## config.mk

```make
export PLATFORM = sky130hd
export DESIGN_NAME = pcpp_port
export DESIGN_NICKNAME = d
export VERILOG_FILES = /design/src/pcpp_pkg.sv /design/src/pcpp_pin_if.sv /design/src/pcpp_pin_sync.sv /design/src/pcpp_port.sv
export SDC_FILE = /design/constraint.sdc
export NUM_CORES = 1
export LEC_CHECK = 0
export ABC_AREA = 0
export BUFFER_PORTS_ARGS = -buffer_cell sky130_fd_sc_hd__buf_2
export CORE_ASPECT_RATIO = 1.5
export CORE_UTILIZATION = 55
export DETAILED_ROUTE_END_ITERATION = 10
export GPL_TIMING_DRIVEN = 0
export PLACE_DENSITY = 0.74
export SYNTH_ARGS = -nofsm -noshare
export SYNTH_HDL_FRONTEND = slang
export SYNTH_SLANG_ARGS = --single-unit
```

## constraint.sdc

```tcl
create_clock -name clk_in -period 2.8 [get_ports clk_in]
set_clock_uncertainty 0.1 [all_clocks]
set_input_delay 0.56 -clock clk_in [delete_from_list [all_inputs] [get_ports clk_in]]
set_output_delay 0.56 -clock clk_in [all_outputs]
set_load 0.05 [all_outputs]
```

## src/pcpp_pkg.sv

```systemverilog
// Purpose: constants, field layout and mode codes of the counter programming port
// Assumes: one system clock samples every pin; pins reach the core through three flops
// Notes: the pin vector indices tie the top-level ports to the synchroniser
// Notes on behaviour
// (RQ1) serial words arrive most significant bit first
// (RQ2) serial clock rise shifts primary or enhancement register
// (RQ3) serial select one uses primary, zero secondary
// (RQ4) parallel select one uses primary, zero secondary
// (RQ5) prescaler enable high means prescaler bypassed
// (RQ6) enhancement strobe rise captures whole bus
// (RQ7) main upper strobe latches reference/main high bits
// (RQ8) main lower strobe latches prescaler bit, main low
// (RQ9) swallow strobe latches reference low, swallow bits
// (RQ10) hop strobe copies primary into secondary
// (RQ11) serial/parallel select picks interface when not direct
// (RQ12) direct select takes counters from hard-wired pins
// (RQ13) direct swallow value four pins, bit0 least
// (RQ14) parallel bus eight bits, bit7 most significant
// (RQ15) serial load rise copies primary into secondary
// (RQ16) enhancement bits act only with mode pin low
// (RQ17) shift registers fill from least significant end
package pcpp_pkg;
  localparam int PRIM_W = 20;
  localparam int ENH_W = 8;
  localparam int DATA_W = 8;
  localparam int REF_W = 6;
  localparam int MAIN_W = 9;
  localparam int SWAL_W = 4;
  localparam int SYNC_STAGES = 3;
  // primary word layout
  localparam int FLD_A_LSB = 0;
  localparam int FLD_RLO_LSB = 4;
  localparam int FLD_MLO_LSB = 8;
  localparam int FLD_PRE_BIT = 15;
  localparam int FLD_MHI_LSB = 16;
  localparam int FLD_RHI_LSB = 18;
  localparam int FLD_A_W = 4;
  localparam int FLD_RLO_W = 4;
  localparam int FLD_MLO_W = 7;
  localparam int FLD_MHI_W = 2;
  localparam int FLD_RHI_W = 2;
  // values after reset
  localparam logic [PRIM_W-1:0] PRIM_RST = 20'h00000;
  localparam logic [ENH_W-1:0] ENH_RST = 8'h00;
  // pin vector indices
  localparam int PIN_SDATA = 0;
  localparam int PIN_SCLK = 1;
  localparam int PIN_SLOAD = 2;
  localparam int PIN_EWEN = 3;
  localparam int PIN_SSEL = 4;
  localparam int PIN_PSEL = 5;
  localparam int PIN_ESTB = 6;
  localparam int PIN_MUSTB = 7;
  localparam int PIN_MLSTB = 8;
  localparam int PIN_SWSTB = 9;
  localparam int PIN_HOP = 10;
  localparam int PIN_SERSEL = 11;
  localparam int PIN_DIRSEL = 12;
  localparam int PIN_ENHMODE = 13;
  localparam int PIN_DATA = 14;
  localparam int PIN_DPRE = 22;
  localparam int PIN_DREF = 23;
  localparam int PIN_DMAIN = 29;
  localparam int PIN_DSWAL = 38;
  localparam int PIN_W = 42;
  typedef enum logic [1:0] {
    PCPP_MODE_PAR = 2'b00,
    PCPP_MODE_SER = 2'b01,
    PCPP_MODE_DIR = 2'b10
  } pcpp_mode_t;
endpackage

```

## src/pcpp_pin_if.sv

```systemverilog
// Purpose: carries raw pins to the synchroniser and clean levels and rises back
// Assumes: one clock domain on both sides
// Notes: rise is combinational, high in the cycle before the clean level goes high
`timescale 1ns/1ns
interface pcpp_pin_if #(parameter int W = 1);
  logic [W-1:0] raw;
  logic [W-1:0] level;
  logic [W-1:0] rise;
  modport sync (input raw, output level, output rise);
  modport core (output raw, input level, input rise);
endinterface

```

## src/pcpp_pin_sync.sv

```systemverilog
// Purpose: three-flop synchroniser with agreement filter per pin
// Assumes: pins are asynchronous to clk_in
// Notes: a change counts once the second and third stages agree
`timescale 1ns/1ns
module pcpp_pin_sync #(
  parameter int W = 1
) (
  input wire logic clk_in,
  input wire logic rst_b_in,
  input wire logic clk_en_in,
  pcpp_pin_if.sync pins
);
  import pcpp_pkg::*;
  genvar i;
  generate
    for (i = 0; i < W; i++) begin : g_bit
      logic s1_reg, s2_reg, s3_reg, f_reg;
      logic s1_next, s2_next, s3_next, f_next;
      logic agree;
      // stage one feeds only stage two
      always_comb begin
        agree = (s2_reg == s3_reg);
        s1_next = pins.raw[i];
        s2_next = s1_reg;
        s3_next = s2_reg;
        f_next = agree ? s3_reg : f_reg;
      end
      // resets low to match the pull-downs on every input
      always_ff @(posedge clk_in or negedge rst_b_in) begin
        if (!rst_b_in) begin
          s1_reg <= 1'b0;
          s2_reg <= 1'b0;
          s3_reg <= 1'b0;
          f_reg <= 1'b0;
        end else if (clk_en_in) begin
          s1_reg <= s1_next;
          s2_reg <= s2_next;
          s3_reg <= s3_next;
          f_reg <= f_next;
        end
      end
      assign pins.level[i] = f_reg;
      assign pins.rise[i] = agree & s3_reg & ~f_reg;
    end
  endgenerate
endmodule

```

## src/pcpp_port.sv

```systemverilog
// Purpose: counter programming port: serial, parallel and direct loading
// Assumes: all pins asynchronous; data stable a few clocks before its strobe rises
// Notes: counter values leave on registered outputs; no reset pin on the part itself
`timescale 1ns/1ns
module pcpp_port (
  input wire logic clk_in,
  input wire logic rst_b_in,
  input wire logic clk_en_in,
  input wire logic serial_data_in,
  input wire logic serial_clk_in,
  input wire logic serial_load_in,
  input wire logic enh_write_enable_in,
  input wire logic serial_source_select_in,
  input wire logic parallel_source_select_in,
  input wire logic enhancement_write_strobe_in,
  input wire logic main_upper_write_strobe_in,
  input wire logic main_lower_write_strobe_in,
  input wire logic swallow_write_strobe_in,
  input wire logic hop_write_strobe_in,
  input wire logic serial_mode_select_in,
  input wire logic direct_mode_select_in,
  input wire logic enh_mode_b_in,
  input wire logic [pcpp_pkg::DATA_W-1:0] par_data_in,
  input wire logic direct_pre_en_b_in,
  input wire logic [pcpp_pkg::REF_W-1:0] direct_ref_in,
  input wire logic [pcpp_pkg::MAIN_W-1:0] direct_main_in,
  input wire logic [pcpp_pkg::SWAL_W-1:0] direct_swallow_in,
  output logic [pcpp_pkg::REF_W-1:0] ref_count_out,
  output logic [pcpp_pkg::MAIN_W-1:0] main_count_out,
  output logic [pcpp_pkg::SWAL_W-1:0] swallow_count_out,
  output logic prescaler_bypass_out,
  output logic [pcpp_pkg::ENH_W-1:0] enhancement_out,
  output logic [1:0] mode_out
);
  import pcpp_pkg::*;

  pcpp_pin_if #(.W(PIN_W)) pin_bus ();
  logic [PIN_W-1:0] lvl;
  logic [PIN_W-1:0] rise;
  logic [DATA_W-1:0] data_lvl;

  // gather every pin into one vector for the synchroniser
  assign pin_bus.raw = {direct_swallow_in, direct_main_in, direct_ref_in,
    direct_pre_en_b_in, par_data_in, enh_mode_b_in, direct_mode_select_in,
    serial_mode_select_in, hop_write_strobe_in, swallow_write_strobe_in,
    main_lower_write_strobe_in, main_upper_write_strobe_in,
    enhancement_write_strobe_in, parallel_source_select_in,
    serial_source_select_in, enh_write_enable_in, serial_load_in,
    serial_clk_in, serial_data_in};
  assign lvl = pin_bus.level;
  assign rise = pin_bus.rise;
  assign data_lvl = lvl[PIN_DATA +: DATA_W]; // RQ14

  // one filter per pin; strobes act at their clean rise, not the raw one
  pcpp_pin_sync #(.W(PIN_W)) u_sync (
    .clk_in(clk_in),
    .rst_b_in(rst_b_in),
    .clk_en_in(clk_en_in),
    .pins(pin_bus)
  );

  // interface mode
  pcpp_mode_t mode_reg, mode_next;

  // direct select wins over the serial/parallel select
  always_comb begin
    mode_next = mode_reg;
    if (clk_en_in) begin
      if (lvl[PIN_DIRSEL]) begin
        mode_next = PCPP_MODE_DIR; // RQ12
      end else if (lvl[PIN_SERSEL]) begin
        mode_next = PCPP_MODE_SER; // RQ11
      end else begin
        mode_next = PCPP_MODE_PAR; // RQ11
      end
    end
  end

  // mode lags the clean pins by one edge, so every write sees a settled mode
  always_ff @(posedge clk_in or negedge rst_b_in) begin
    if (!rst_b_in) begin
      mode_reg <= PCPP_MODE_PAR;
    end else begin
      mode_reg <= mode_next;
    end
  end

  // primary, secondary and enhancement registers
  logic [PRIM_W-1:0] prim_reg, prim_next;
  logic [PRIM_W-1:0] sec_reg, sec_next;
  logic [ENH_W-1:0] enh_reg, enh_next;

  always_comb begin
    prim_next = prim_reg;
    sec_next = sec_reg;
    enh_next = enh_reg;
    if (clk_en_in) begin
      case (mode_reg)
        PCPP_MODE_SER: begin
          // new bit enters at bit 0, first bit ends on top
          if (rise[PIN_SCLK]) begin
            if (lvl[PIN_EWEN]) begin
              enh_next = {enh_reg[ENH_W-2:0], lvl[PIN_SDATA]}; // RQ2 RQ17 RQ1
            end else begin
              prim_next = {prim_reg[PRIM_W-2:0], lvl[PIN_SDATA]}; // RQ2 RQ17 RQ1
            end
          end
          // old primary is copied even if a shift lands the same cycle
          if (rise[PIN_SLOAD] || rise[PIN_HOP]) begin
            sec_next = prim_reg; // RQ15 RQ10
          end
        end
        PCPP_MODE_PAR: begin
          // strobes in one cycle each write their own field
          if (rise[PIN_ESTB]) begin
            enh_next = data_lvl; // RQ6
          end
          if (rise[PIN_MLSTB]) begin
            prim_next[FLD_MLO_LSB +: FLD_MLO_W] = data_lvl[FLD_MLO_W-1:0]; // RQ8
            prim_next[FLD_PRE_BIT] = data_lvl[DATA_W-1]; // RQ8
          end
          if (rise[PIN_MUSTB]) begin
            prim_next[FLD_MHI_LSB +: FLD_MHI_W] = data_lvl[1:0]; // RQ7
            prim_next[FLD_RHI_LSB +: FLD_RHI_W] = data_lvl[3:2]; // RQ7
          end
          if (rise[PIN_SWSTB]) begin
            prim_next[FLD_A_LSB +: FLD_A_W] = data_lvl[3:0]; // RQ9
            prim_next[FLD_RLO_LSB +: FLD_RLO_W] = data_lvl[7:4]; // RQ9
          end
          if (rise[PIN_HOP]) begin
            sec_next = prim_reg; // RQ10
          end
        end
        default: begin
          // direct mode writes nothing
        end
      endcase
    end
  end

  always_ff @(posedge clk_in or negedge rst_b_in) begin
    if (!rst_b_in) begin
      prim_reg <= PRIM_RST;
      sec_reg <= PRIM_RST;
      enh_reg <= ENH_RST;
    end else begin
      prim_reg <= prim_next;
      sec_reg <= sec_next;
      enh_reg <= enh_next;
    end
  end

  // counter value selection
  logic [PRIM_W-1:0] src_word;
  logic src_primary;
  logic [REF_W-1:0] ref_next;
  logic [MAIN_W-1:0] main_next;
  logic [SWAL_W-1:0] swal_next;
  logic bypass_next;
  logic [ENH_W-1:0] enh_out_next;

  always_comb begin
    src_primary = (mode_reg == PCPP_MODE_SER) ? lvl[PIN_SSEL] : lvl[PIN_PSEL]; // RQ3 RQ4
    src_word = src_primary ? prim_reg : sec_reg;
    ref_next = ref_count_out;
    main_next = main_count_out;
    swal_next = swallow_count_out;
    bypass_next = prescaler_bypass_out;
    enh_out_next = enhancement_out;
    if (clk_en_in) begin
      case (mode_reg)
        PCPP_MODE_DIR: begin
          ref_next = lvl[PIN_DREF +: REF_W]; // RQ12
          main_next = lvl[PIN_DMAIN +: MAIN_W]; // RQ12
          swal_next = lvl[PIN_DSWAL +: SWAL_W]; // RQ13
          bypass_next = lvl[PIN_DPRE]; // RQ5
          enh_out_next = ENH_RST;
        end
        PCPP_MODE_SER, PCPP_MODE_PAR: begin
          ref_next = {src_word[FLD_RHI_LSB +: FLD_RHI_W], src_word[FLD_RLO_LSB +: FLD_RLO_W]};
          main_next = {src_word[FLD_MHI_LSB +: FLD_MHI_W], src_word[FLD_MLO_LSB +: FLD_MLO_W]};
          swal_next = src_word[FLD_A_LSB +: FLD_A_W];
          bypass_next = src_word[FLD_PRE_BIT]; // RQ5
          // enhancement bits only act while the mode pin is low
          enh_out_next = lvl[PIN_ENHMODE] ? ENH_RST : enh_reg; // RQ16
        end
        default: begin
          enh_out_next = ENH_RST;
        end
      endcase
    end
  end

  // every output straight from a flop
  always_ff @(posedge clk_in or negedge rst_b_in) begin
    if (!rst_b_in) begin
      ref_count_out <= '0;
      main_count_out <= '0;
      swallow_count_out <= '0;
      prescaler_bypass_out <= 1'b0;
      enhancement_out <= ENH_RST;
      mode_out <= 2'h0;
    end else begin
      ref_count_out <= ref_next;
      main_count_out <= main_next;
      swallow_count_out <= swal_next;
      prescaler_bypass_out <= bypass_next;
      enhancement_out <= enh_out_next;
      mode_out <= mode_next;
    end
  end

  // clean swallow pins as the direct check sees them
  logic [SWAL_W-1:0] direct_swallow_lvl;
  assign direct_swallow_lvl = lvl[PIN_DSWAL +: SWAL_W];
endmodule

```

[After elaboration in Yosys (flattened, before gate mapping)]
Index checks and enable logic that the tools add are counted.
Cells by class
  equality and inequality tests: 53
  muxes and demuxes: 23
  reductions and logical operators: 53
  bitwise logic cells: 21
Operators by type and width (count)
  20-bit 2-to-1 mux: 5
  2-bit AND reduction: 43
  20-bit case mux with 2 select lines: 2
  8-bit 2-to-1 mux: 7
  1-bit equality test: 42
  5-bit AND reduction: 4
  9-bit case mux with 2 select lines: 1
  2-bit inequality test (second input constant): 8
  8-bit case mux with 2 select lines: 1
  1-bit bitwise AND: 14
  6-bit case mux with 2 select lines: 1
  4-bit case mux with 2 select lines: 1
  1-bit inverter: 7
  4-bit 2-to-1 mux: 1
  4-bit AND reduction: 1
  2-bit nonzero test: 2
  2-bit by 1-bit equality test with 1-bit output (second input constant): 1
  2-bit equality test (second input constant): 1
  2-bit logical NOT: 1
  1-bit 2-to-1 mux: 2
  2-bit 2-to-1 mux: 1
  2-bit by 1-bit inequality test with 1-bit output (second input constant): 1
  1-bit case mux with 2 select lines: 1
  2-bit OR reduction: 1
  1-bit logical OR: 1
Storage, ports and cells
  output and inout port bits: 30
  register bits: 246
  logic and storage cells: 329

[Depth between registers and ports, before layout]
Gate-level depths: netlist of run 1.
  depth in word-level cells: 6
  mapped depth: 6
  mapped depth without buffers: 4

[Modules after synthesis]
From an unflattened synthesis of run 1, not the netlist that was laid out.
Unflattened totals
  cells, all modules: 874
  area total of the unflattened synthesis: 11616.1 um^2
Modules (own cells, without submodules)
  pcpp_pin_sync: instances 1, cells an instance 522, area each 7752.4 um^2, seq. area each 4204.0 um^2
  pcpp_port: instances 1, cells an instance 352, area each 3863.7 um^2, seq. area each 1951.9 um^2

[Worst setup path after synthesis of run 1]
Ideal clock, no wire load.
  kind: register to register
  start: register, netlist name mode_out[0]
  end: register prim_reg[0]
  stages on the path, launching flop included: 5
  clock period less this slack: 2.118 ns
  slack: 0.682 ns
  data arrival time: 1.893 ns
  library setup time: 0.125 ns
  cells stage by stage: dfrtp_1 > buf_2 > nor2_1 > a221oi_4 > mux2_4
RTL lines
  to (signal assigned): RTL line pcpp_port.sv:147  | prim_reg <= prim_next;
  to (decl): RTL line pcpp_port.sv:89  | logic [PRIM_W-1:0] prim_reg, prim_next;

==> flow_summary.yaml, run 1 <==
clock_tree:
  cts_buffers: 24
  post_cts_buffers: 0
  clockBufferDepth: 3
  h-tree-depth: 1
  cts_tree: "done"
  clockRootBuffer: "clkbuf_16"
  cts_num_sinks: 246
  clk_latency_ps: 520
  cts.clk_slew.worst_paths_ps: 70
floorplanning:
  die_area_um2: 19460
  initial_utilization: 0.5602
  die_x_um: 114.2
  ios: 75
  fp.dieH_um: 170.3
  rows: 61
  core_area_um2: 18550
grt:
  overflow: 0
  grt_pass1_vias: 6685
  grt_pass1_wl_um: 35140
  antenna_found_initial: 0
  grt_use_total: 0.2332
  grt_max_degree: 122
setup_path:
  worst_setup_path_end_kind: "flop"
  cpMaxStageDelayCell: "clkbuf_1"
  critPathMaxFanout: 10
  critPathRequiredTime_ps: 3100
  crit_family: "buffers and inverters"
  r2r_setup_slack_ps: 560
  start_kind: "flop"
  path_buf_inv: 4
  cp.arrival_ps: 2540
  path_cells: "buf_2, buf_1, inv_2, clkbuf_1, o22ai_1, a221oi_1"
  crit_path_max_incr_delay_ps: 470
  critPathKind: "flop to flop"
layout:
  fin_util: 0.6410
  fin_nets: 971
  layout.area.seq_um2: 6156
  stdcell_count: 1184
  multi_input_comb_area_um2: 3908
  antenna_cells: 0
  syn2layout_area_growth_pct: 14.42
  drive_gt1_frac: 0.2897
  fillers: 1467
synth:
  yosysWarnings: 0
  yosysTopAreaCell: "dfrtp_1"
  synth_area_leaders: "dfrtp_1 (59%), mux2_2 (15%), a21oi_1 (4.7%)"
  syn-num-nets: 868
  synth_top_area_frac: 0.5925
  avgSynthCellArea_um2: 12.73
  synthDistinctLibCells: 29
  ys_seq_area_frac: 0.5925
  ys_ff_latch: 246
  synthCells: 816
  syn_area_um2: 10390
timing:
  relSlewSlack: 0.5530
  finalSetupViolCount: 0
  fin_crit_ps: 2242
  finalCritPeriodShare: 0.8006
  layout_setup_ws_ps: 558.3
  fmax_mhz: 446.1
  drv_slew: 0
  setup_tns_ps: 0
  grt_setup_unrepaired: "no"
  worst_pin_slew_ps: 670.4
  hold_violations: 0
placed_design:
  portBuffers: 74
  dp.cells: 1144
  gp_congestion: 0.8070
  dp_hpwl_um: 14410
  dpl_worst_slack_ps: 71.78
detailed_routing:
  final_antenna_net_count: 0
  routedWlPerCell_um: 18.04
  drcViolationCount: 0
  wl_um: 21360
  drt_iter0_drc: 298
  drt-pass1-iter-count: 5
  vias_per_cell: 5.583
  vias: 6610
pwr:
  leakagePower_uw: 0.005335
  power_density_nw_per_um2: 985.0
  ir_worst_vdd_uv: 759.4
min_path:
  hp-class: "primary input to flop"
run:
  maxCapViolCount: 0
status:
  run_status: "complete, no violations"
==> cells by family (layout without fill, tap and decap cells) <==
| group | Yosys count | count (layout) | synth area share |
|---|---|---|---|
| flops | 246 | 246 | 0.5925 |
| mux | 203 | 203 | 0.2147 |
| compound gates | 151 | 151 | 0.08839 |
| simple gates | 128 | 128 | 0.06455 |
| buf+inv | 81 | 197 | 0.03143 |
| fa+ha+maj | 7 | 7 | 0.008429 |
==> cell type report <==
| class | instances | share of cell area |
|---|---|---|
| tap | 252 | 0.02652 |
| inverter | 35 | 0.01105 |
| clock buffer | 31 | 0.05620 |
| clock inverter | 8 | 0.005789 |
| sequential | 246 | 0.5178 |
| buffer | 46 | 0.01642 |
| multi-input combinational | 489 | 0.3287 |
| timing repair buffer | 77 | 0.03747 |
==> through the flow <==
step / cell area (µm²) / total power, µW / hold slack, ps
floorplan: 10390 / 7675 / 164.4
global placement: 11080 / 8536 / 365.6
detailed placement: 11140 / 8694 / 336.4
CTS: 11890 / 11810 / 153.4
global route: 11890 / 12340 / 159.1
finish: 11890 / 11710 / 163.3
==> synthesized netlist by cell type <==
cell      instances
nand3b_1          2
mux2_4            1
or2_1             1
nor3b_1           8
a221oi_2          1
mux2_2          134
buf_1             7
clkbuf_1         21
mux2_1           21
nand3_1           8
or3b_1            1
o22ai_1          20
nor2_1           57
a221oi_1         20
a221oi_4          2
nand2b_1         41
buf_2            18
o22ai_2           1
inv_1            34
ha_1              7
mux2i_1          47
or3b_4            1
nand4b_1          1
nor2b_1           8
o21ai_0           9
inv_2             1
a21o_1            1
a21oi_1          97
dfrtp_1         246
==> final timing paths <==
kind | end | cells after the start | start
setup / recovery | ref_count_out[5]$_DFFE_PN0P_ | 6 | mode_out[0]$_DFFE_PN0P_
hold / removal | u_sync.g_bit[34].s1_reg$_DFFE_PN0P_ | 2 | direct_main_in[5]
setup reg to reg | ref_count_out[5]$_DFFE_PN0P_ | 6 | mode_out[0]$_DFFE_PN0P_
hold reg to reg | u_sync.g_bit[14].f_reg$_DFFE_PN0P_ | 2 | u_sync.g_bit[14].s3_reg$_DFFE_PN0P_
max in group asynchronous | u_sync.g_bit[39].s3_reg$_DFFE_PN0P_ | 3 | rst_b_in
min in group asynchronous | u_sync.g_bit[5].s1_reg$_DFFE_PN0P_ | 2 | rst_b_in
==> what timing repair did <==
action	CTS	global route
endpoints found under the hold margin	28	0
hold buffers	1	0
gates resized for setup	0	0
==> cells in the final DEF (no fill, tap or decap), types with 7 or more instances in the layout <==
cell,count
nor2_1,57
a221oi_1,20
clkbuf_1,25
ha_1,7
o22ai_1,20
nand2b_1,41
mux2_2,134
o21ai_0,9
buf_1,7
mux2i_1,47
dfrtp_1,246
a21oi_1,97
nor3b_1,8
nand3_1,8
nor2b_1,8
clkbuf_16,25
buf_2,91
inv_1,34
mux2_1,21
==> layer usage <==
metal | up-vias | share of wire | global-route usage
met5 | - | 0 | 0
met4 | 0 | 0.023 | 0.08357
met3 | 33 | 0.035 | 0.03419
met2 | 117 | 0.52 | 0.4053
met1 | 3373 | 0.42 | 0.2956
li1 | 3087 | - | -
==> power breakdown <==
group | switching, µW | leakage, µW | total, µW | internal (µW)
clock | 1300 | 0.000369 | 3070 | 1760
sequential | 770 | 0.00298 | 5320 | 4550
combinational | 2030 | 0.00198 | 3320 | 1280
No activity file was read; power rests on OpenSTA's default activity.
==> inputs of run 2 (changes only) <==
- clock period: 2.8 -> 2.1 ns (I/O delays scaled with it)
==> run 2 against run 1 <==
  * Cell count increased by 0.25%
  * Sequential cell count stayed put
  * Critical path type unchanged
  * Core utilization rose by 0.34 points
  * Via count rose by 0.42%
  * Clock power increased by 31%
  * Critical endpoint is now enh_reg[0]$_DFFE_PN0P_
  * Die area stayed put
==> flow_summary.yaml, run 2 (same netlist as run 1, synthesis figures left out) <==
status:
  run_status: "complete, no violations"
detailed_routing:
  drt_iter0_drc: 352
  drcViolationCount: 0
  routedWlPerCell_um: 17.63
  vias_per_cell: 5.592
  vias: 6638
  final_antenna_net_count: 0
  drt-pass1-iter-count: 5
  wl_um: 20920
setup_path:
  cp.arrival_ps: 2320
  crit_path_start: "mode_out[0]$_DFFE_PN0P_"
  crit_path_max_incr_delay_ps: 520
  cpMaxStageDelayCell: "o22ai_2"
  critPathRequiredTime_ps: 2390
  reg2reg_from: "mode_out[0]$_DFFE_PN0P_"
  start_kind: "flop"
  critPathKind: "flop to flop"
  critPathMaxFanout: 9
  path_cells: "buf_2, nand4b_1, o22ai_2, mux2_1"
  worst_setup_path_end_kind: "flop"
layout:
  final_common_cell: "dfrtp_1"
  stdcell_area_um2: 11950
  stdcell_count: 1187
  antenna_cells: 0
  drive_gt1_frac: 0.3037
  layout_common_cells: "dfrtp_1 (245), mux2_2 (134), a21oi_1 (97)"
  fin_nets: 971
  fin_util: 0.6444
  syn2layout_area_growth_pct: 15.03
floorplanning:
  rows: 61
  ios: 75
  core_area_um2: 18550
  fp.dieH_um: 170.3
  die_area_um2: 19460
  initial_utilization: 0.5602
  die_x_um: 114.2
placed_design:
  dp_hpwl_um: 14390
  gp_congestion: 0.8208
  portBuffers: 74
  placed_area_um2: 11140
  dp.cells: 1144
timing:
  hold-worst-slack_ps: 37.82
  worst_pin_slew_ps: 655.9
  finalSetupViolCount: 0
  setup_tns_ps: 0
  grt_setup_unrepaired: "yes"
  hold_violations: 0
  relSlewSlack: 0.5627
  fin_crit_ps: 2031
  finalCritPeriodShare: 0.9672
  fmax_mhz: 492.3
  drv_slew: 0
grt:
  overflow: 0
  grt_pass1_vias: 6731
  antenna_found_initial: 0
  grt_pass1_wl_um: 34400
  grt_max_degree: 94
  grt_use_total: 0.2267
pwr:
  ir_worst_vdd_uv: 801.9
  leakagePower_uw: 0.005379
  power_density_nw_per_um2: 1307
min_path:
  hp-class: "primary input to flop"
  min_from: "direct_swallow_in[1]"
clock_tree:
  h-tree-depth: 1
  cts_tree: "done"
  clockBufferDepth: 3
  cts_buffers: 23
  clockRootBuffer: "clkbuf_16"
  clk_latency_ps: 510
  cts.clk_slew.worst_paths_ps: 60
  cts_num_sinks: 246
run:
  maxCapViolCount: 0
## run 2: cell types whose count changed in the layout (fill, tap and decap cells not counted), moves of 2 or more
cell / change
clkbuf_2: +9
clkbuf_1: -5
buf_1: -3
clkbuf_8: +3
buf_12: +2
clkbuf_16: -2
nor3b_1: -2
nor3b_2: +2
## run 2: routing by layer
metal	up-vias	wire length (µm)	share of wire	global-route usage
met4	0	585	0.028	0.08470
li1	3069	-	-	-
met2	118	10770	0.51	0.3953
met3	35	659	0.031	0.02493
met1	3416	8905	0.43	0.2906
met5	-	0	0	0
## run 2: metrics by stage
stage	setup slack, ps	total power, µW
finish	68.90	15620
CTS	5.940	15690
global placement	-4235	11380
global route	-5.446	16450
detailed placement	-496.5	11570
floorplan	75.39	10240
## run 2: layout make-up
| cell class | count | area (µm²) |
|---|---|---|
| Buffer | 45 | 202.7 |
| Clock buffer | 34 | 666.9 |
| Clock inverter | 7 | 63.81 |
| Fill cell | 1434 | 6595 |
| Inverter | 35 | 131.4 |
| Multi-Input combinational cell | 489 | 3929 |
| Sequential cell | 246 | 6157 |
| Tap cell | 252 | 315.3 |
| Timing Repair Buffer | 79 | 485.5 |
## run 2: power breakdown
group / switching [µW] / internal (µW)
Sequential: 1040 / 6070
Combinational: 2710 / 1770
Clock: 1710 / 2320
Total: 5460 / 10200
## run 2: what timing repair did
item                                    in CTS  in global routing
endpoints found under the setup margin      29                 41
buffers inserted                             2                  0
pin swaps                                    1                  0
hold buffers                                 1                  0
hold endpoints to repair                    76                  0
gates resized for setup                      3                 12
## run 2: path summary, 6_finish.rpt
kind / end / cells after the start / slack, ps
max in group asynchronous: u_sync.g_bit[35].s1_reg$_DFFE_PN0P_ / 4 / 330
worst min-delay path: u_sync.g_bit[39].s1_reg$_DFFE_PN0P_ / 2 / 40
worst max register to register: enh_reg[0]$_DFFE_PN0P_ / 4 / 70
worst min register to register: u_sync.g_bit[16].f_reg$_DFFE_PN0P_ / 2 / 380
min in group asynchronous: u_sync.g_bit[21].s2_reg$_DFFE_PN0P_ / 2 / 360
worst max-delay path: enh_reg[0]$_DFFE_PN0P_ / 4 / 70
## run 2: worst max-delay path: cells and delay by family, from the launching register on
family	cells	cell delay, ps
AND/OR/NAND/NOR	1	250
multiplexers	1	370
buffers and inverters	1	290
AO/OA/AOI/OAI	1	520
flip-flops	1	380
